[src/radio_cfg_pkg.sv]
// constants for the radio front-end and synthesizer configuration bank
// assumes an 8-bit register port with 6-bit addresses on one core clock
package radio_cfg_pkg;

    localparam int NUM_REGS = 7;
    localparam int ADDR_W = 6;
    localparam int DATA_W = 8;

    // register offsets on the configuration port
    localparam logic [5:0] OFS_RX_FRONTEND_BIAS = 6'h21;
    localparam logic [5:0] OFS_TX_FRONTEND_POWER_SELECT = 6'h22;
    localparam logic [5:0] OFS_SYNTH_CAL_CHARGE_PUMP = 6'h23;
    localparam logic [5:0] OFS_SYNTH_CAL_OSC_CURRENT = 6'h24;
    localparam logic [5:0] OFS_SYNTH_CAL_COARSE_TUNE = 6'h25;
    localparam logic [5:0] OFS_SYNTH_CAL_CONTROL = 6'h26;
    localparam logic [5:0] OFS_RC_OSC_CONFIG_HIGH = 6'h27;

    // slot of each register in the bank
    localparam int IDX_RX = 0;
    localparam int IDX_TX = 1;
    localparam int IDX_CP = 2;
    localparam int IDX_OSC = 3;
    localparam int IDX_COARSE = 4;
    localparam int IDX_CTRL = 5;
    localparam int IDX_RC = 6;

    localparam logic [5:0] REG_OFFSET [NUM_REGS] = '{
        OFS_RX_FRONTEND_BIAS, OFS_TX_FRONTEND_POWER_SELECT,
        OFS_SYNTH_CAL_CHARGE_PUMP, OFS_SYNTH_CAL_OSC_CURRENT,
        OFS_SYNTH_CAL_COARSE_TUNE, OFS_SYNTH_CAL_CONTROL,
        OFS_RC_OSC_CONFIG_HIGH};

    // values after reset
    localparam logic [7:0] RST_RX = 8'h56;
    localparam logic [7:0] RST_TX = 8'h10;
    localparam logic [7:0] RST_CP = 8'hA9;
    localparam logic [7:0] RST_OSC = 8'h0A;
    localparam logic [7:0] RST_COARSE = 8'h20;
    localparam logic [7:0] RST_CTRL = 8'h0D;
    localparam logic [7:0] RST_RC = 8'h41;
    localparam logic [7:0] REG_RESET [NUM_REGS] = '{
        RST_RX, RST_TX, RST_CP, RST_OSC, RST_COARSE, RST_CTRL, RST_RC};

    // read port, power index and skip flag after reset
    localparam logic [7:0] RST_RD_DATA = 8'h00;
    localparam logic RST_RD_VALID = 1'b0;
    localparam logic [2:0] RST_POWER_INDEX = 3'h0;
    localparam logic RST_CP_SKIP = 1'b0;

    // writable bits; reserved bits are cleared in the mask
    localparam logic [7:0] REG_WR_MASK [NUM_REGS] = '{
        8'hFF, 8'h37, 8'hFF, 8'h3F, 8'h3F, 8'h7F, 8'h7F};

    // bits the calibration engine updates
    localparam logic [7:0] REG_LOAD_MASK [NUM_REGS] = '{
        8'h00, 8'h00, 8'h0F, 8'h1F, 8'h3F, 8'h00, 8'h00};

    // field positions (lsb)
    localparam int POS_LNA = 6;
    localparam int POS_AMP_MIX = 4;
    localparam int POS_RX_LO = 2;
    localparam int POS_MIXER = 0;
    localparam int POS_TX_LO = 4;
    localparam int POS_POWER = 0;
    localparam int POS_CAL_CFG = 6;
    localparam int POS_CP_EN = 4;
    localparam int POS_CP_CUR = 0;
    localparam int POS_CORE_H = 5;
    localparam int POS_OSC_CUR = 0;
    localparam int POS_COARSE = 0;
    localparam int POS_CTRL = 0;
    localparam int POS_RC = 0;

    // power table slot used for a zero bit under on-off keying
    localparam logic [2:0] OOK_ZERO_INDEX = 3'h0;

endpackage

[src/cfg_reg_cell.sv]
// one configuration register with write mask and calibration load port
// assumes one-cycle write and load strobes on the core clock
`timescale 1ns/1ps
`default_nettype none
module cfg_reg_cell #(
    parameter int WIDTH = 8,
    parameter logic [WIDTH-1:0] RESET_VAL = '0,
    parameter logic [WIDTH-1:0] WR_MASK = '1,
    parameter logic [WIDTH-1:0] LOAD_MASK = '0
) (
    input wire logic ref_clk_in,
    input wire logic rst_n_in,
    input wire logic wr_en_in,
    input wire logic [WIDTH-1:0] wr_data_in,
    input wire logic load_en_in,
    input wire logic [WIDTH-1:0] load_data_in,
    output logic [WIDTH-1:0] value_out
);

    logic [WIDTH-1:0] next_value;
    wire [WIDTH-1:0] loaded = (value_out & ~LOAD_MASK)
                            | (load_data_in & LOAD_MASK);

    // reserved bits masked
    // a software write beats a calibration load; reserved bits stay zero
    assign next_value = wr_en_in ? (wr_data_in & WR_MASK)
                      : load_en_in ? loaded
                      : value_out;

    // hold value until next write, load or reset
    always_ff @(posedge ref_clk_in)
    begin
        if (!rst_n_in)
            value_out <= RESET_VAL;
        else
            value_out <= next_value;
    end

endmodule
`default_nettype wire

[src/radio_frontend_synth_config_regs.sv]
// front-end bias, power select, synthesizer calibration and rc settings
// assumes the serial port logic gives one-cycle write and read strobes,
// and the tx path and calibration engine share the core clock
// Notes on behaviour
// rx bias register: four 2-bit fields, reset 01, 01, 01, 10 from top.
// rx lo buffer bias sits in bits 3:2 and drives the mixer buffer.
// tx power select bits 2:0, reset 000, indexes the output power table.
// on-off keying: zero bit uses entry zero, one bit the selected entry.
// tx lo buffer bias in bits 5:4, reset 01, drives amplifier buffer.
// calibration configuration bits 7:6, reset 10, loaded before calibration.
// charge pump calibration enable bits 5:4, reset 10; zero skips stage.
// charge pump current result bits 3:0, reset 1001, updated by calibration.
// oscillator core select bit 5: high core when 1, reset 0.
// oscillator current result bits 4:0, reset 0x0A; writes override it.
// coarse tune result bits 5:0, reset 0x20; bits 7:6 reserved.
// written calibration results are used instead of a new calibration.
// calibration control bits 6:0, reset 0x0D; bit 7 reserved.
// reserved bits read zero and ignore writes.
// fields hold until next write or reset and drive controls always; a calibration load also updates the result fields.
`timescale 1ns/1ps
`default_nettype none
module radio_frontend_synth_config_regs (
    input wire logic ref_clk_in,
    input wire logic rst_n_in,
    input wire logic cfg_wr_en_in,
    input wire logic [5:0] cfg_addr_in,
    input wire logic [7:0] cfg_wr_data_in,
    input wire logic cfg_rd_en_in,
    input wire logic cal_load_in,
    input wire logic [3:0] cal_charge_pump_in,
    input wire logic [4:0] cal_osc_current_in,
    input wire logic [5:0] cal_coarse_tune_in,
    input wire logic tx_active_in,
    input wire logic on_off_keying_in,
    input wire logic tx_bit_in,
    output logic [7:0] cfg_rd_data_out,
    output logic cfg_rd_valid_out,
    output logic [1:0] lownoise_amp_bias_out,
    output logic [1:0] amp_to_mixer_bias_out,
    output logic [1:0] rx_lo_buffer_bias_out,
    output logic [1:0] mixer_bias_out,
    output logic [1:0] tx_lo_buffer_bias_out,
    output logic [2:0] power_table_index_out,
    output logic [1:0] cal_config_out,
    output logic [1:0] charge_pump_cal_enable_out,
    output logic charge_pump_cal_skip_out,
    output logic [3:0] charge_pump_current_out,
    output logic osc_core_high_select_out,
    output logic [4:0] osc_current_out,
    output logic [5:0] coarse_tune_out,
    output logic [6:0] cal_control_out,
    output logic [6:0] rc_osc_config_out
);

    localparam int N = radio_cfg_pkg::NUM_REGS;

    logic [7:0] regs [N];
    logic [7:0] load_data [N];
    logic [N-1:0] wr_hit;
    logic [N-1:0] rd_hit;
    logic [7:0] rd_chain [N+1];
    logic [7:0] next_rd_data;
    logic [2:0] next_power_index;
    logic ook_zero;

    // calibration results placed at their register positions
    assign load_data[radio_cfg_pkg::IDX_RX] = 8'h00;
    assign load_data[radio_cfg_pkg::IDX_TX] = 8'h00;
    assign load_data[radio_cfg_pkg::IDX_CP] = {4'h0, cal_charge_pump_in};
    assign load_data[radio_cfg_pkg::IDX_OSC] = {3'h0, cal_osc_current_in};
    assign load_data[radio_cfg_pkg::IDX_COARSE] = {2'h0, cal_coarse_tune_in};
    assign load_data[radio_cfg_pkg::IDX_CTRL] = 8'h00;
    assign load_data[radio_cfg_pkg::IDX_RC] = 8'h00;

    assign rd_chain[0] = 8'h00;

    // address decode, register cells and read selection
    genvar i;
    generate
        for (i = 0; i < N; i++)
        begin : g_reg
            assign wr_hit[i] = cfg_wr_en_in
                             && cfg_addr_in == radio_cfg_pkg::REG_OFFSET[i];
            assign rd_hit[i] = cfg_addr_in == radio_cfg_pkg::REG_OFFSET[i];
            assign rd_chain[i+1] = rd_chain[i]
                                 | (rd_hit[i] ? regs[i] : 8'h00);
            // reset, masks, overrides
            cfg_reg_cell #(
                .WIDTH(8),
                .RESET_VAL(radio_cfg_pkg::REG_RESET[i]),
                .WR_MASK(radio_cfg_pkg::REG_WR_MASK[i]),
                .LOAD_MASK(radio_cfg_pkg::REG_LOAD_MASK[i])
            ) u_cell (
                .ref_clk_in(ref_clk_in),
                .rst_n_in(rst_n_in),
                .wr_en_in(wr_hit[i]),
                .wr_data_in(cfg_wr_data_in),
                .load_en_in(cal_load_in),
                .load_data_in(load_data[i]),
                .value_out(regs[i])
            );
        end
    endgenerate

    // unmapped addresses read zero
    assign next_rd_data = cfg_rd_en_in ? rd_chain[N] : 8'h00;

    // read data registered one cycle after the strobe
    always_ff @(posedge ref_clk_in)
    begin
        if (!rst_n_in)
        begin
            cfg_rd_data_out <= radio_cfg_pkg::RST_RD_DATA;
            cfg_rd_valid_out <= radio_cfg_pkg::RST_RD_VALID;
        end
        else
        begin
            cfg_rd_data_out <= next_rd_data;
            cfg_rd_valid_out <= cfg_rd_en_in;
        end
    end

    // rx bias fields
    assign lownoise_amp_bias_out =
        regs[radio_cfg_pkg::IDX_RX][radio_cfg_pkg::POS_LNA +: 2];
    assign amp_to_mixer_bias_out =
        regs[radio_cfg_pkg::IDX_RX][radio_cfg_pkg::POS_AMP_MIX +: 2];
    assign rx_lo_buffer_bias_out =
        regs[radio_cfg_pkg::IDX_RX][radio_cfg_pkg::POS_RX_LO +: 2];
    assign mixer_bias_out =
        regs[radio_cfg_pkg::IDX_RX][radio_cfg_pkg::POS_MIXER +: 2];

    // tx lo buffer field
    assign tx_lo_buffer_bias_out =
        regs[radio_cfg_pkg::IDX_TX][radio_cfg_pkg::POS_TX_LO +: 2];

    // charge pump register fields
    assign cal_config_out =
        regs[radio_cfg_pkg::IDX_CP][radio_cfg_pkg::POS_CAL_CFG +: 2];
    assign charge_pump_cal_enable_out =
        regs[radio_cfg_pkg::IDX_CP][radio_cfg_pkg::POS_CP_EN +: 2];
    assign charge_pump_current_out =
        regs[radio_cfg_pkg::IDX_CP][radio_cfg_pkg::POS_CP_CUR +: 4];

    // oscillator fields
    assign osc_core_high_select_out =
        regs[radio_cfg_pkg::IDX_OSC][radio_cfg_pkg::POS_CORE_H];
    assign osc_current_out =
        regs[radio_cfg_pkg::IDX_OSC][radio_cfg_pkg::POS_OSC_CUR +: 5];
    assign coarse_tune_out =
        regs[radio_cfg_pkg::IDX_COARSE][radio_cfg_pkg::POS_COARSE +: 6];

    // calibration control and rc settings
    assign cal_control_out =
        regs[radio_cfg_pkg::IDX_CTRL][radio_cfg_pkg::POS_CTRL +: 7];
    assign rc_osc_config_out =
        regs[radio_cfg_pkg::IDX_RC][radio_cfg_pkg::POS_RC +: 7];

    // zero bit under on-off keying picks entry zero
    assign ook_zero = tx_active_in && on_off_keying_in && !tx_bit_in;
    // otherwise the selected table slot
    assign next_power_index = ook_zero ? radio_cfg_pkg::OOK_ZERO_INDEX
        : regs[radio_cfg_pkg::IDX_TX][radio_cfg_pkg::POS_POWER +: 3];

    // power index and charge pump skip flag
    always_ff @(posedge ref_clk_in)
    begin
        if (!rst_n_in)
        begin
            power_table_index_out <= radio_cfg_pkg::RST_POWER_INDEX;
            charge_pump_cal_skip_out <= radio_cfg_pkg::RST_CP_SKIP;
        end
        else
        begin
            power_table_index_out <= next_power_index;
            // enable of zero skips the stage
            charge_pump_cal_skip_out <= charge_pump_cal_enable_out == 2'h0;
        end
    end
endmodule
`default_nettype wire

[config.mk]
export PLATFORM = sky130hd
export DESIGN_NAME = radio_frontend_synth_config_regs
export DESIGN_NICKNAME = d
export VERILOG_FILES = /design/src/radio_cfg_pkg.sv /design/src/cfg_reg_cell.sv /design/src/radio_frontend_synth_config_regs.sv
export SDC_FILE = /design/constraint.sdc
export NUM_CORES = 1
export LEC_CHECK = 0
export ABC_AREA = 1
export BUFFER_PORTS_ARGS = -buffer_cell sky130_fd_sc_hd__buf_2
export CORE_MARGIN = 1
export CORE_UTILIZATION = 54
export DETAILED_ROUTE_END_ITERATION = 8
export HOLD_SLACK_MARGIN = 0.1
export PLACE_DENSITY_LB_ADDON = 0.08
export SLEW_MARGIN = 20
export SYNTH_ARGS = -nofsm -noshare
export SYNTH_HDL_FRONTEND = slang
export SYNTH_SLANG_ARGS = --single-unit
[constraint.sdc]
create_clock -name ref_clk_in -period 1.71 [get_ports ref_clk_in]
set_input_delay 0.2565 -clock ref_clk_in [delete_from_list [all_inputs] [get_ports ref_clk_in]]
set_output_delay 0.2565 -clock ref_clk_in [all_outputs]
set_load 0.02 [all_outputs]
==> impl_metrics.csv <==
group,metric,value,unit
setup_path,critPathLaunchType,"primary input",
routing,post_drt_wl_per_cell,14.5,um
routing,antenna_left,0,
routing,vias,2980,
routing,m1WireLength,3560,um
synthesis,yosys_warnings,0,
global_route,grt_pass1_vias,2507,
clocking,cts_tree,"built",
routing,first_pass_iters,5,
cells_and_area,n_antenna_cell,0,
timing,finalMaxSlewViolations,0,
timing,finalCritPeriodShare,73.0,%
timing,grt_setup_unrepaired,"no",
outcome,status,"completed",
synthesis,synth_cells,398,
setup_path,endpoint_kind,"flop",
synthesis,synth.distinct_cells,23,
synthesis,seq_area_frac_synth,43.5,%
routing,drc_errors,0,
timing,relSlewSlack,63.5,%
clocking,cts_made_buffers,9,
timing,max_freq,801,MHz
setup_path,crit_arrival,1480,ps
global_route,track_usage,31.9,%
timing,hold_viol_final,0,
timing,setup_tns,0,ps
cells_and_area,drive_gt1_share,27.5,%
clocking,holdBufCountCts,0,
routing,routed.top_layer,"met4",
placed_design,gp_congestion,0.912,
clocking,clockBufferDepth,2,
die,die_x,73.5,um
global_route,grt_overflow,0,
clocking,clk_pin_slew,70,ps
routing,drtIter0Drc,207,
cells_and_area,fin_util,71.5,%
timing,finalClockSkew,10.4,ps
cells_and_area,final_cell_mix,"nand2_1 (107), buf_2 (93), nand3_1 (62), dfxtp_1 (60), nor2_1 (36)",
cells_and_area,finalNetCount,527,
clocking,postCtsSetupRepairBufs,0,
setup_path,crit_required,1940,ps
die,io_pins,94,
placed_design,numPortBuffers,93,
die,start_util,57.3,%
die,core,4820,um^2
worst_hold_path,hp-class,"primary input to flop",
worst_hold_path,hold_path_depth,3,
power,finalPower,3.01,mW
placed_design,preCtsSetupSlack,142,ps
synthesis,ys_seq_elements,60,
global_route,grt_pass1_wl,12600,um
setup_path,path_class,"primary input to flop",
clocking,clock_sinks,60,
timing,tightestPinTransition,544,ps
timing,setup_violations,0,
power,pwr_density_cell,874,nW/um^2
clocking,cts_root_buf,"clkbuf_8",
global_route,grt_max_degree,22,
cells_and_area,final_common_cell,"nand2_1",
die,num_rows,25,
clocking,htree_levels,3,
power,p_leak,1.76,nW
placed_design,detailed_place_hpwl,5910,um
timing,setup_ws,461,ps
global_route,antenna_found_initial,0,
setup_path,cp_max_fo,14,
power,ir_drop,0.000931,V
routing,drt-total-wl,8120,um
die,die_h,73.5,um
synthesis,synth_area,2760,um^2
cells_and_area,fillers,459,
timing,finalCriticalPeriod,1250,ps
clocking,insertion_delay,350,ps
die,die-area,5400,um^2
run,maxCapViolations,0,
routing,met2WireLength,3680,um
cells_and_area,area_growth,24.8,%
routing,vias_per_cell,5.31,
clocking,post_cts_resized,0,
synthesis,syn_area_per_cell,6.94,um^2
setup_path,r2r_cells,4,
routing,wl_met3,704,um
synthesis,syn_nets,435,
-- state kept, by name, summed over array words and instances, names as in the netlist --
name	count
cfg_rd_data_out	8
g.u_cell.value_out	47
cfg_rd_valid_out	1
power_table_index_out	3
charge_pump_cal_skip_out	1
-- worst paths after layout --
kind | to | slack [ps] | from
worst max-delay path | g_reg[3].u_cell.value_out[1] | 460 | cfg_addr_in[4]
worst min-delay path | g_reg[2].u_cell.value_out[7] | 130 | cfg_wr_data_in[7]
worst max register to register | cfg_rd_data_out[2] | 750 | g_reg[4].u_cell.value_out[2]
worst min register to register | power_table_index_out[0] | 470 | g_reg[1].u_cell.value_out[0]
-- routing by layer --
layer / GRT usage [%] / vias to the layer above
met5: 0 / -
met4: 13.5 / 0
met3: 4.94 / 20
met2: 47.7 / 153
met1: 45.4 / 1331
li1: - / 1476
-- through the flow --
step                std cells  hold WS (ps)  instance area, um^2
floorplan                 398           370                 2760
global placement          546           457                 3260
detailed placement        546           453                 3260
CTS                       561           125                 3450
global route              561           151                 3450
finish                    561           125                 3450
-- power by group --
part / switching (mW) / internal [mW] / leakage (nW) / total [mW]
logic: 0.207 / 0.0989 / 1.17 / 0.306
registers: 0.0253 / 1.43 / 0.488 / 1.45
clock network: 0.556 / 0.695 / 0.0979 / 1.25
-- synth_stat cells, drive strengths merged --
library cell / instances / area, um^2
nand2: 115 / 457
nand3: 63 / 320
dfxtp: 60 / 1200
nor2: 42 / 188
a21oi: 33 / 165
inv: 30 / 113
o21ai: 24 / 120
buf: 12 / 80.1
clkbuf: 7 / 26.3
o211ai: 5 / 37.5
nand3b: 3 / 22.5
nor3: 3 / 26.3
clkinv: 1 / 3.75
-- cell families after synthesis --
| logic type | share of synthesized area [%] |
|---|---|
| buf+inv | 8.07 |
| compound gates | 11.7 |
| simple gates | 36.7 |
| flops | 43.5 |
-- worst max-delay path, cell delays in order --
cell and delay, ps:
buf_2 110, inv_1 60, nand2_2 70, nor2_2 130, nand3_1 380, o21ai_0 360
nand3_1 100
-- cell type report --
cell class              instances  area (um^2)  share of cell area, %
multi-input cells             288         1340                   38.8
well taps                      67         83.8                   2.43
clock inverters                 5         52.6                   1.53
inverters                      31          116                   3.38
repair buffers                100          518                   15.0
clock buffers                  10          138                   3.99
flip-flops and latches         60         1200                   34.9
(Power assumes the default switching activity.)
